## config.mk

```make
export PLATFORM = sky130hd
export DESIGN_NAME = prc_reg_bank
export DESIGN_NICKNAME = d
export VERILOG_FILES = /design/src/prc_pkg.sv /design/src/prc_mdio_frame.sv /design/src/prc_reg_bank.sv
export SDC_FILE = /design/constraint.sdc
export NUM_CORES = 1
export LEC_CHECK = 0
export BUFFER_PORTS_ARGS = -buffer_cell sky130_fd_sc_hd__clkbuf_2
export CORE_ASPECT_RATIO = 1.75
export CORE_MARGIN = 8
export CORE_UTILIZATION = 50
export DETAILED_ROUTE_END_ITERATION = 16
export PLACE_DENSITY = 0.77
export RECOVER_POWER = 25
export SETUP_SLACK_MARGIN = 0.3
export SLEW_MARGIN = 20
export SYNTH_ARGS = -nofsm -noshare
export SYNTH_HDL_FRONTEND = slang
export SYNTH_SLANG_ARGS = --single-unit
```

## constraint.sdc

```tcl
create_clock -name mclk -period 2.9 [get_ports mclk]
set_input_delay 0.29 -clock mclk [delete_from_list [all_inputs] [get_ports mclk]]
set_output_delay 0.29 -clock mclk [all_outputs]
set_load 0.005 [all_outputs]
```

## src/prc_pkg.sv

```systemverilog
// Purpose: constants and types for the reset-event interrupt and clock-output register bank
// Assumes: one management clock, registers reached by serial management frames
// Notes: Summary of operation follows below
//
// Summary of operation
// - interrupt output asserts for a reset event only while enable bit 4 is set.
// - enable bit 4 takes its default from a strap pin after every reset.
// - reset interrupt only when strap or config selects power-down after reset.
// - status bit 4 latches on hardware reset and clears when the register is read.
// - host reads status to clear; interrupt output releases once the latch clears.
// - clock config bit 5 selects the 125 MHz recovered clock for the gp pin.
// - clock config bit 4 selects the 125 MHz free-running clock for the gp pin.
// - clock config bit 3 enables the 25 MHz reference output; resets to one.
// - clock config bit 2 selects the recovered heartbeat clock for the gp pin.
// - clock config bit 1 selects the free-running heartbeat clock for the gp pin.
// - clock config bit 0 routes the crystal clock through logic to the gp pin.
// - registers answer clause 45 frames at device address 0x1E.
// - clause 22 registers 0x10 and 0x11 give indirect access to the same registers.

package prc_pkg;

    // ==========================================================
    // register map
    localparam logic [15:0] ADDR_IRQ_ENABLE = 16'hff1d;
    localparam logic [15:0] ADDR_IRQ_STATUS = 16'hff1e;
    localparam logic [15:0] ADDR_CLK_CFG = 16'hff1f;
    localparam logic [15:0] IRQ_ENABLE_RESET = 16'h000e;
    localparam logic [15:0] CLK_CFG_RESET = 16'h0008;
    localparam logic [15:0] ADDR_RESET = 16'h0000;
    localparam logic [15:0] READ_ZERO = 16'h0000;

    // ==========================================================
    // field positions
    localparam int RESET_EVENT_BIT = 4;
    localparam int CLK_CFG_WIDTH = 6;
    localparam int BIT_RECOVERED_FAST = 5;
    localparam int BIT_FREE_FAST = 4;
    localparam int BIT_REF_OUTPUT = 3;
    localparam int BIT_RECOVERED_HEARTBEAT = 2;
    localparam int BIT_FREE_HEARTBEAT = 1;
    localparam int BIT_CRYSTAL = 0;

    // ==========================================================
    // management frame fields
    localparam logic [4:0] SUBSYS_DEVAD = 5'h1e;
    localparam logic [4:0] C22_EXT_ADDR_REG = 5'h10;
    localparam logic [4:0] C22_EXT_DATA_REG = 5'h11;
    localparam logic [1:0] ST_C22 = 2'h1;
    localparam logic [1:0] ST_C45 = 2'h0;
    localparam logic [1:0] OP_C22_WRITE = 2'h1;
    localparam logic [1:0] OP_C22_READ = 2'h2;
    localparam logic [1:0] OP_C45_ADDR = 2'h0;
    localparam logic [1:0] OP_C45_WRITE = 2'h1;
    localparam logic [1:0] OP_C45_READ_INC = 2'h2;
    localparam logic [5:0] PREAMBLE_ONES = 6'h20;
    localparam logic [4:0] HDR_LAST = 5'h0c;
    localparam logic [4:0] DATA_LAST = 5'h0f;

    // ==========================================================
    // startup: strap sync latency before capture
    localparam logic [1:0] STARTUP_LAST = 2'h2;

    typedef enum logic [3:0] {
        FR_IDLE = 4'h1,
        FR_HDR = 4'h2,
        FR_TA = 4'h4,
        FR_DATA = 4'h8
    } prc_frame_state_type;

    typedef enum logic [2:0] {
        GP_NONE = 3'h0,
        GP_RECOVERED_FAST = 3'h1,
        GP_FREE_FAST = 3'h2,
        GP_RECOVERED_HEARTBEAT = 3'h3,
        GP_FREE_HEARTBEAT = 3'h4,
        GP_CRYSTAL = 3'h5
    } prc_gp_source_type;

endpackage

```

## src/prc_mdio_frame.sv

```systemverilog
// Purpose: serial management frame engine, clause 22 and clause 45 framing
// Assumes: mdc_rise and mdio_bit already synchronised and aligned
// Notes: read data sampled at the first turnaround edge
`timescale 1ns/1ps
`default_nettype none

module prc_mdio_frame
    import prc_pkg::*;
(
    input wire logic mclk,
    input wire logic nrst,
    input wire logic mdc_rise,
    input wire logic mdio_bit,
    input wire logic [4:0] phy_addr,
    input wire logic [15:0] rd_data,
    output logic rd_req,
    output logic wr_req,
    output logic frame_c45,
    output logic [1:0] frame_op,
    output logic [4:0] frame_reg,
    output logic [15:0] wr_data,
    output logic mdio_out,
    output logic mdio_oe
);

    prc_frame_state_type state;
    logic [5:0] ones;
    logic [4:0] cnt;
    logic [13:0] hdr;
    logic [15:0] sh;
    logic mine;
    logic is_read;

    // ==========================================================
    // header decode
    wire [13:0] next_hdr = {hdr[12:0], mdio_bit};
    wire [1:0] hdr_st = next_hdr[13:12];
    wire [1:0] hdr_op = next_hdr[11:10];
    wire [4:0] hdr_phy = next_hdr[9:5];
    wire [4:0] hdr_reg = next_hdr[4:0];
    wire hdr_c45 = (hdr_st == ST_C45);
    wire hdr_c22 = (hdr_st == ST_C22);
    wire hdr_c22_ok = hdr_c22 && (hdr_op == OP_C22_WRITE || hdr_op == OP_C22_READ);
    wire hdr_c45_ok = hdr_c45 && (hdr_reg == SUBSYS_DEVAD);
    wire hdr_mine = (hdr_phy == phy_addr) && (hdr_c22_ok || hdr_c45_ok);
    // clause 45 read and post-read-increment both carry op bit 1
    wire hdr_read = hdr_c22 ? (hdr_op == OP_C22_READ) : hdr_op[1];
    wire preamble_full = (ones == PREAMBLE_ONES);

    assign wr_data = sh;

    always_ff @(posedge mclk or negedge nrst) begin
        if (!nrst) begin
            state <= FR_IDLE;
            ones <= '0;
            cnt <= '0;
            hdr <= '0;
            sh <= '0;
            mine <= 1'b0;
            is_read <= 1'b0;
            rd_req <= 1'b0;
            wr_req <= 1'b0;
            frame_c45 <= 1'b0;
            frame_op <= '0;
            frame_reg <= '0;
            mdio_out <= 1'b0;
            mdio_oe <= 1'b0;
        end else begin
            rd_req <= 1'b0;
            wr_req <= 1'b0;
            if (mdc_rise) begin
                case (state)
                    FR_IDLE: begin
                        if (mdio_bit) begin
                            ones <= preamble_full ? ones : ones + 6'h01;
                        end else begin
                            ones <= '0;
                            if (preamble_full) begin
                                state <= FR_HDR;
                                hdr <= '0;
                                cnt <= '0;
                            end
                        end
                    end
                    FR_HDR: begin
                        hdr <= next_hdr;
                        cnt <= cnt + 5'h01;
                        if (cnt == HDR_LAST) begin
                            state <= FR_TA;
                            cnt <= '0;
                            frame_c45 <= hdr_c45;
                            frame_op <= hdr_op;
                            frame_reg <= hdr_reg;
                            mine <= hdr_mine;
                            is_read <= hdr_read;
                        end
                    end
                    FR_TA: begin
                        if (cnt == '0) begin
                            cnt <= 5'h01;
                            if (mine && is_read) begin
                                mdio_oe <= 1'b1;
                                mdio_out <= 1'b0;
                                rd_req <= 1'b1;
                                sh <= rd_data;
                            end
                        end else begin
                            state <= FR_DATA;
                            cnt <= '0;
                            if (mdio_oe) begin
                                mdio_out <= sh[15];
                                sh <= {sh[14:0], 1'b0};
                            end
                        end
                    end
                    FR_DATA: begin
                        cnt <= cnt + 5'h01;
                        if (is_read) begin
                            mdio_out <= (cnt == DATA_LAST) ? 1'b0 : sh[15];
                            sh <= {sh[14:0], 1'b0};
                            if (cnt == DATA_LAST) begin
                                mdio_oe <= 1'b0;
                            end
                        end else begin
                            sh <= {sh[14:0], mdio_bit};
                        end
                        if (cnt == DATA_LAST) begin
                            state <= FR_IDLE;
                            cnt <= '0;
                            wr_req <= mine && !is_read;
                        end
                    end
                    default: begin
                        state <= FR_IDLE;
                    end
                endcase
            end
        end
    end

    // ==========================================================
    // checks
    a_turnaround_low: assert property (@(posedge mclk) disable iff (!nrst)
        $rose(mdio_oe) |-> !mdio_out && rd_req)
        else $error("turnaround bit not driven low");
    a_release_idle: assert property (@(posedge mclk) disable iff (!nrst)
        $fell(mdio_oe) |-> state == FR_IDLE)
        else $error("data line released outside frame end");

endmodule

`default_nettype wire

```

## src/prc_reg_bank.sv

```systemverilog
// Purpose: reset-event interrupt and clock-output select registers behind management frames
// Assumes: mdc, mdio and straps come from pins; power-down config from same-clock logic
// Notes: clock muxes live outside; this block only drives their selects
`timescale 1ns/1ps
`default_nettype none

module prc_reg_bank
    import prc_pkg::*;
#(
    parameter logic [4:0] PHY_ADDR = 5'h00
)
(
    input wire logic mclk,
    input wire logic nrst,
    input wire logic mdc,
    input wire logic mdio_in,
    output logic mdio_out,
    output logic mdio_oe,
    input wire logic powerdown_strap,
    input wire logic crystal_50mhz_strap,
    input wire logic powerdown_after_reset_cfg,
    output logic int_n,
    output prc_gp_source_type gp_clock_source,
    output logic ref_clock_out_enable,
    output logic ref_clock_divide
);

    // ==========================================================
    // pin synchronisers
    logic [3:0] pin_s1;
    logic [3:0] pin_s2;
    logic mdc_prev;

    always_ff @(posedge mclk or negedge nrst) begin
        if (!nrst) begin
            pin_s1 <= 4'h0;
            pin_s2 <= 4'h0;
            mdc_prev <= 1'b0;
        end else begin
            pin_s1 <= {crystal_50mhz_strap, powerdown_strap, mdio_in, mdc};
            pin_s2 <= pin_s1;
            mdc_prev <= pin_s2[0];
        end
    end

    wire mdc_sync = pin_s2[0];
    wire mdio_sync = pin_s2[1];
    wire pd_strap_sync = pin_s2[2];
    wire x50_strap_sync = pin_s2[3];
    wire mdc_rise = mdc_sync && !mdc_prev;

    // ==========================================================
    // startup: strap capture once sync chain has settled
    logic [1:0] start_cnt;
    logic started;
    wire capture = !started && (start_cnt == STARTUP_LAST);

    always_ff @(posedge mclk or negedge nrst) begin
        if (!nrst) begin
            start_cnt <= 2'h0;
            started <= 1'b0;
        end else begin
            start_cnt <= started ? start_cnt : start_cnt + 2'h1;
            started <= started || capture;
        end
    end

    // ==========================================================
    // frame engine
    logic rd_req;
    logic wr_req;
    logic frame_c45;
    logic [1:0] frame_op;
    logic [4:0] frame_reg;
    logic [15:0] wr_data;
    logic [15:0] rd_data;

    prc_mdio_frame i_prc_mdio_frame (
        .mclk(mclk),
        .nrst(nrst),
        .mdc_rise(mdc_rise),
        .mdio_bit(mdio_sync),
        .phy_addr(PHY_ADDR),
        .rd_data(rd_data),
        .rd_req(rd_req),
        .wr_req(wr_req),
        .frame_c45(frame_c45),
        .frame_op(frame_op),
        .frame_reg(frame_reg),
        .wr_data(wr_data),
        .mdio_out(mdio_out),
        .mdio_oe(mdio_oe)
    );

    // ==========================================================
    // registers
    logic [15:0] irq_enable;
    logic reset_event_latched;
    logic [CLK_CFG_WIDTH-1:0] clk_cfg;
    logic [15:0] c45_addr;
    logic [15:0] ext_addr;

    // ==========================================================
    // address decode
    wire is_ext_ptr = !frame_c45 && (frame_reg == C22_EXT_ADDR_REG);
    wire is_ext_data = !frame_c45 && (frame_reg == C22_EXT_DATA_REG);
    wire sub_access = frame_c45 || is_ext_data;
    wire [15:0] target = frame_c45 ? c45_addr : ext_addr;

    function automatic logic sub_hit(input logic acc, input logic [15:0] addr,
                                     input logic [15:0] off);
        sub_hit = acc && (addr == off);
    endfunction

    wire hit_enable = sub_hit(sub_access, target, ADDR_IRQ_ENABLE);
    wire hit_status = sub_hit(sub_access, target, ADDR_IRQ_STATUS);
    wire hit_clk = sub_hit(sub_access, target, ADDR_CLK_CFG);

    wire [15:0] status_word = 16'(reset_event_latched) << RESET_EVENT_BIT;
    wire [15:0] clk_word = 16'(clk_cfg);

    // unmapped addresses read as zero and ignore writes
    assign rd_data = is_ext_ptr ? ext_addr :
                     hit_enable ? irq_enable :
                     hit_status ? status_word :
                     hit_clk ? clk_word : READ_ZERO;

    wire reg_write = wr_req && (frame_c45 ? (frame_op == OP_C45_WRITE) : 1'b1);
    wire c45_addr_load = wr_req && frame_c45 && (frame_op == OP_C45_ADDR);
    wire c45_addr_inc = rd_req && frame_c45 && (frame_op == OP_C45_READ_INC);
    wire status_clear = rd_req && hit_status;

    // ==========================================================
    // next values
    wire [15:0] enable_written = (reg_write && hit_enable) ? wr_data : irq_enable;
    logic [15:0] next_irq_enable;
    always_comb begin
        next_irq_enable = enable_written;
        if (capture) begin
            next_irq_enable[RESET_EVENT_BIT] = pd_strap_sync;
        end
    end

    // set beats a clear arriving in the same cycle
    wire next_latched = capture ? 1'b1 : (status_clear ? 1'b0 : reset_event_latched);

    wire [CLK_CFG_WIDTH-1:0] next_clk_cfg = (reg_write && hit_clk) ?
                                           wr_data[CLK_CFG_WIDTH-1:0] : clk_cfg;

    wire [15:0] next_c45_addr = c45_addr_load ? wr_data :
                                c45_addr_inc ? c45_addr + 16'h0001 : c45_addr;
    wire [15:0] next_ext_addr = (reg_write && is_ext_ptr) ? wr_data : ext_addr;

    wire pd_active = pd_strap_sync || powerdown_after_reset_cfg;
    wire irq_pending = reset_event_latched && irq_enable[RESET_EVENT_BIT] && pd_active;

    // fixed priority, highest-numbered bit first
    // one source only, so two clocks never meet on the pin mux
    function automatic prc_gp_source_type gp_pick(input logic [CLK_CFG_WIDTH-1:0] cfg);
        if (cfg[BIT_RECOVERED_FAST]) begin
            gp_pick = GP_RECOVERED_FAST;
        end else if (cfg[BIT_FREE_FAST]) begin
            gp_pick = GP_FREE_FAST;
        end else if (cfg[BIT_RECOVERED_HEARTBEAT]) begin
            gp_pick = GP_RECOVERED_HEARTBEAT;
        end else if (cfg[BIT_FREE_HEARTBEAT]) begin
            gp_pick = GP_FREE_HEARTBEAT;
        end else if (cfg[BIT_CRYSTAL]) begin
            gp_pick = GP_CRYSTAL;
        end else begin
            gp_pick = GP_NONE;
        end
    endfunction

    wire prc_gp_source_type next_gp_source = gp_pick(clk_cfg);

    always_ff @(posedge mclk or negedge nrst) begin
        if (!nrst) begin
            irq_enable <= IRQ_ENABLE_RESET;
            reset_event_latched <= 1'b0;
            clk_cfg <= CLK_CFG_RESET[CLK_CFG_WIDTH-1:0];
            c45_addr <= ADDR_RESET;
            ext_addr <= ADDR_RESET;
        end else begin
            irq_enable <= next_irq_enable;
            reset_event_latched <= next_latched;
            clk_cfg <= next_clk_cfg;
            c45_addr <= next_c45_addr;
            ext_addr <= next_ext_addr;
        end
    end

    // ==========================================================
    // outputs, all registered
    always_ff @(posedge mclk or negedge nrst) begin
        if (!nrst) begin
            int_n <= 1'b1;
            gp_clock_source <= GP_NONE;
            ref_clock_out_enable <= 1'b0;
            ref_clock_divide <= 1'b0;
        end else begin
            int_n <= !irq_pending;
            gp_clock_source <= next_gp_source;
            ref_clock_out_enable <= clk_cfg[BIT_REF_OUTPUT];
            // 50 MHz input halved so the pin still carries 25 MHz
            ref_clock_divide <= clk_cfg[BIT_REF_OUTPUT] && x50_strap_sync;
        end
    end

    // ==========================================================
    // checks
    a_irq_needs_enable: assert property (@(posedge mclk) disable iff (!nrst)
        !int_n |-> $past(irq_enable[RESET_EVENT_BIT]) && $past(reset_event_latched))
        else $error("interrupt low without enable and latch");
    a_strap_default: assert property (@(posedge mclk) disable iff (!nrst)
        capture && !(reg_write && hit_enable)
        |=> irq_enable[RESET_EVENT_BIT] == $past(pd_strap_sync))
        else $error("enable bit missed strap default");
    a_powerdown_gate: assert property (@(posedge mclk) disable iff (!nrst)
        !int_n |-> $past(pd_active))
        else $error("interrupt low without power-down config");
    a_status_latch: assert property (@(posedge mclk) disable iff (!nrst)
        capture |=> reset_event_latched [*2])
        else $error("reset event not latched");
    a_read_clears: assert property (@(posedge mclk) disable iff (!nrst)
        status_clear && !capture |=> !reset_event_latched ##1 int_n)
        else $error("status read did not clear and release");
    a_int_release: assert property (@(posedge mclk) disable iff (!nrst)
        !irq_pending |=> int_n)
        else $error("interrupt held without pending event");
    a_gp_priority: assert property (@(posedge mclk) disable iff (!nrst)
        clk_cfg[BIT_RECOVERED_FAST] |=> gp_clock_source == GP_RECOVERED_FAST)
        else $error("gp source priority broken");
    a_gp_crystal: assert property (@(posedge mclk) disable iff (!nrst)
        clk_cfg == CLK_CFG_WIDTH'(1) |=> gp_clock_source == GP_CRYSTAL)
        else $error("crystal source not selected");
    a_ref_divide: assert property (@(posedge mclk) disable iff (!nrst)
        ref_clock_divide |-> ref_clock_out_enable && $past(x50_strap_sync))
        else $error("divide without reference output");
    a_gp_free_fast: assert property (@(posedge mclk) disable iff (!nrst)
        !clk_cfg[BIT_RECOVERED_FAST] && clk_cfg[BIT_FREE_FAST]
        |=> gp_clock_source == GP_FREE_FAST)
        else $error("free fast clock not selected");
    a_gp_heartbeat: assert property (@(posedge mclk) disable iff (!nrst)
        clk_cfg[BIT_RECOVERED_HEARTBEAT] && !clk_cfg[BIT_RECOVERED_FAST]
        && !clk_cfg[BIT_FREE_FAST]
        |=> gp_clock_source == GP_RECOVERED_HEARTBEAT)
        else $error("recovered heartbeat not selected");
    a_ref_follows: assert property (@(posedge mclk) disable iff (!nrst)
        1'b1 |=> ref_clock_out_enable == $past(clk_cfg[BIT_REF_OUTPUT]))
        else $error("reference enable lags its config bit");
    a_enable_hold: assert property (@(posedge mclk) disable iff (!nrst)
        !capture && !(reg_write && hit_enable) |=> $stable(irq_enable))
        else $error("enable register changed without write");
    a_status_hold: assert property (@(posedge mclk) disable iff (!nrst)
        !capture && !status_clear |=> $stable(reset_event_latched))
        else $error("status latch changed without event or read");
    a_cfg_hold: assert property (@(posedge mclk) disable iff (!nrst)
        !(reg_write && hit_clk) |=> $stable(clk_cfg))
        else $error("clock config changed without write");
    a_addr_hold: assert property (@(posedge mclk) disable iff (!nrst)
        !c45_addr_load && !c45_addr_inc |=> $stable(c45_addr))
        else $error("frame address moved without load or increment");

    c_status_read: cover property (@(posedge mclk) disable iff (!nrst) status_clear);
    c_irq_asserted: cover property (@(posedge mclk) disable iff (!nrst) $fell(int_n));
    c_indirect_write: cover property (@(posedge mclk) disable iff (!nrst)
        reg_write && is_ext_data && hit_clk);
    c_read_increment: cover property (@(posedge mclk) disable iff (!nrst) c45_addr_inc);
    c_gp_mixed: cover property (@(posedge mclk) disable iff (!nrst)
        clk_cfg[BIT_RECOVERED_FAST] && clk_cfg[BIT_CRYSTAL]);

endmodule

`default_nettype wire

```

==> flow_metrics.tcl <==
set metrics [dict create \
    status "complete, but fails checks" \
    violations "max-capacitance violations, max-slew violations" \
    drcViolationCount 0 \
    dieWidth_um 101 \
    wire_per_inst_um 19.0 \
    start_util 0.508 \
    first_pass_iters 5 \
    clock_path_buffers 2 \
    cts_setup_buffers 0 \
    crit_end "clk_cfg[4]" \
    first_global_vias 4989 \
    place_congestion 0.925 \
    vias 4823 \
    synth.avg_cell_area_um2 11.1 \
    cp_slowest_stage_delay_ns 0.65 \
    worst_slew_pin_slew_ns 1.91 \
    synth_adder_area_share 0.0178 \
    worstSkewPairLatency_ns 0.42 \
    post-route-period-util 0.879 \
    vias_per_cell 6.19 \
    ys_ff_latch 131 \
    antenna_cells 0 \
    fin_nets 614 \
    path_cells "nand3b_1 > nor4_1 > or2_2 > and4_1 > mux2_2" \
    synth_cells 571 \
    skew_ns 0.00959 \
    core_um2 12400 \
    antenna_found_initial 0 \
    min_period_ns 2.55 \
    setup_violations 0 \
    leakage_nw 3.22 \
    grt_pass1_wl_mm 24.7 \
    overflow 0 \
    synth_edf_count 0 \
    drtAntennaViolNets 0 \
    grt_use_total 0.191 \
    critPathKind "reg -> reg" \
    setup_tns_ns 0 \
    synth_top_family_by_area "simple AND/OR/NAND/NOR gates" \
    cts.sinks 131 \
    hold_viol 0 \
    area_growth_syn_to_layout_pct 15.5 \
    fmax_mhz 392 \
    cp_data_required_time_ns 3.20 \
    ys.flop_type "dfrtp_1" \
    hpwl_mm 10.4 \
    grt_max_degree 55 \
    post-route-util 0.586 \
    clk_pin_slew_ns 0.06 \
    ys_types 75 \
    start_kind "flip-flop" \
    cts_tree "yes" \
    r2r_cells 5 \
    cp_max_fo 18 \
    synth_xor_area_frac 0.00972 \
    critPathArrivalTime_ns 2.85 \
    portBuffers 14 \
    hold_path_class "in -> reg" \
    drv_slew 33 \
    layout_common_cells "dfrtp_1 (125), mux2_2 (50), nand2_1 (45)" \
    r2r-end "clk_cfg[4]" \
    cts_root_buf "clkbuf_16" \
    r2r_start "i_prc_mdio_frame.frame_c45" \
    num_rows 54 \
    finalPower_w 0.00472 \
    syn_area_um2 6310 \
    relSlewSlack -0.276 \
    syn-num-nets 587 \
    synthArstFlopShare 1.00 \
    dieArea_um2 16600 \
    yosys_warnings 0 \
    rrSetupSlack_ns 0.35 \
    wl_mm 14.8 \
    die_height_um 165 \
    cts_buffers 17 \
    synth-compound-area-share 0.137 \
    cap_violations 1 \
    drt_iter0_markers 345 \
    htreeDepth 4 \
    rsz0062_at_grt "yes" \
    slowest_stage "dfrtp_1" \
    end_kind "flip-flop" \
    synthSimpleGateAreaFrac 0.177 \
    ir_worst_vdd_uv 454 \
    drive_gt1_frac 0.221 \
    cellPowerDensity_nw_per_um2 648 \
    mostFrequentLayoutCell "dfrtp_1" \
    synthMuxAreaShare 0.107 \
    crit_start "i_prc_mdio_frame.frame_c45" \
    io_pins 15 \
    synth_seq_area_share 0.521 \
]
[routing by layer]
metal	GRT usage	wire, µm	vias up	part of all wire
met3	0.0388	663	53	0.045
li1	-	-	2188	-
met1	0.201	5540	2389	0.37
met4	0.106	704	0	0.047
met5	0	0	-	0
met2	0.344	7920	193	0.53
[synth_stat cells (all sizes together), types with 3 or more instances]
cell,count,share of area
inv,15,0.0089
nand2,46,0.028
nor4,6,0.0093
and2,6,0.0059
buf,17,0.016
nor3,20,0.016
nand3,19,0.015
clkbuf,10,0.0059
mux2i,10,0.016
nor2b,4,0.0040
a21oi,20,0.018
nor4b,7,0.013
o21ai,31,0.025
ha,9,0.018
and4,3,0.0042
a21o,5,0.0059
a221o,4,0.0063
a31oi,6,0.0059
nand4,23,0.023
a211oi,11,0.013
dfstp,6,0.025
a311oi,3,0.0042
dfrtp,125,0.50
nor2,32,0.019
mux2,51,0.091
nand2b,9,0.0089
a22o,16,0.022
xnor2,5,0.0069
or2,4,0.0040
[where the power goes]
| part | internal (W) | switching [W] | total, W |
|---|---|---|---|
| registers | 0.00190 | 0.0000857 | 0.00199 |
| logic | 0.000185 | 0.000244 | 0.000430 |
| clock network | 0.00147 | 0.000833 | 0.00231 |
| total | 0.00356 | 0.00116 | 0.00472 |
[critical path: cells and delay by family, from the launching register on]
kind | cells | cell delay (ns)
DFF | 1 | 0.65
muxes | 1 | 0.38
and+or+nand+nor | 4 | 1.40
[what timing repair did]
action	CTS	global route
gates resized for setup	0	1
hold endpoints to repair	34	0
endpoints found under the setup margin	0	1
hold buffers	5	0
[area by class of cell]
cell class / count / area [µm²]
Clock buffer: 18 / 439
Timing Repair Buffer: 35 / 249
Fill cell: 1033 / 5140
Tap cell: 168 / 210
Inverter: 15 / 56.3
Sequential cell: 131 / 3290
Multi-Input combinational cell: 398 / 2850
Clock inverter: 14 / 200
[cells by family (layout without fill, tap and decap cells)]
logic type,count (synthesis),in the layout
xor+xnor,7,7
compound gates,123,123
flops,131,131
simple gates,198,198
mux,61,61
buf+inv,42,82
fa+ha+maj,9,9
[metrics by stage]
step	instance area (µm²)	std cells	setup WS, ns	hold WS (ns)
3_3_place_gp	6590	742	0.556	0.254
5_1_grt	7290	779	0.241	0.0600
2_1_floorplan	6310	571	0.804	-0.00559
3_5_place_dp	6590	742	0.488	0.263
4_1_cts	7280	779	0.467	0.0350
6_report	7290	779	0.350	0.0450
[how the worst min path moves through the flow]
stage	startpoint	end	slack (ns)	cells past startpoint
floorplan	nrst	c45_addr[0]	-0.006	0
global placement	nrst	ext_addr[13]	0.25	1
detailed placement	nrst	ext_addr[13]	0.26	1
CTS	powerdown_after_reset_cfg	int_n	0.03	2
global route	powerdown_after_reset_cfg	int_n	0.06	2
finish	powerdown_after_reset_cfg	int_n	0.04	2
Power figures use the tool's default switching activity.
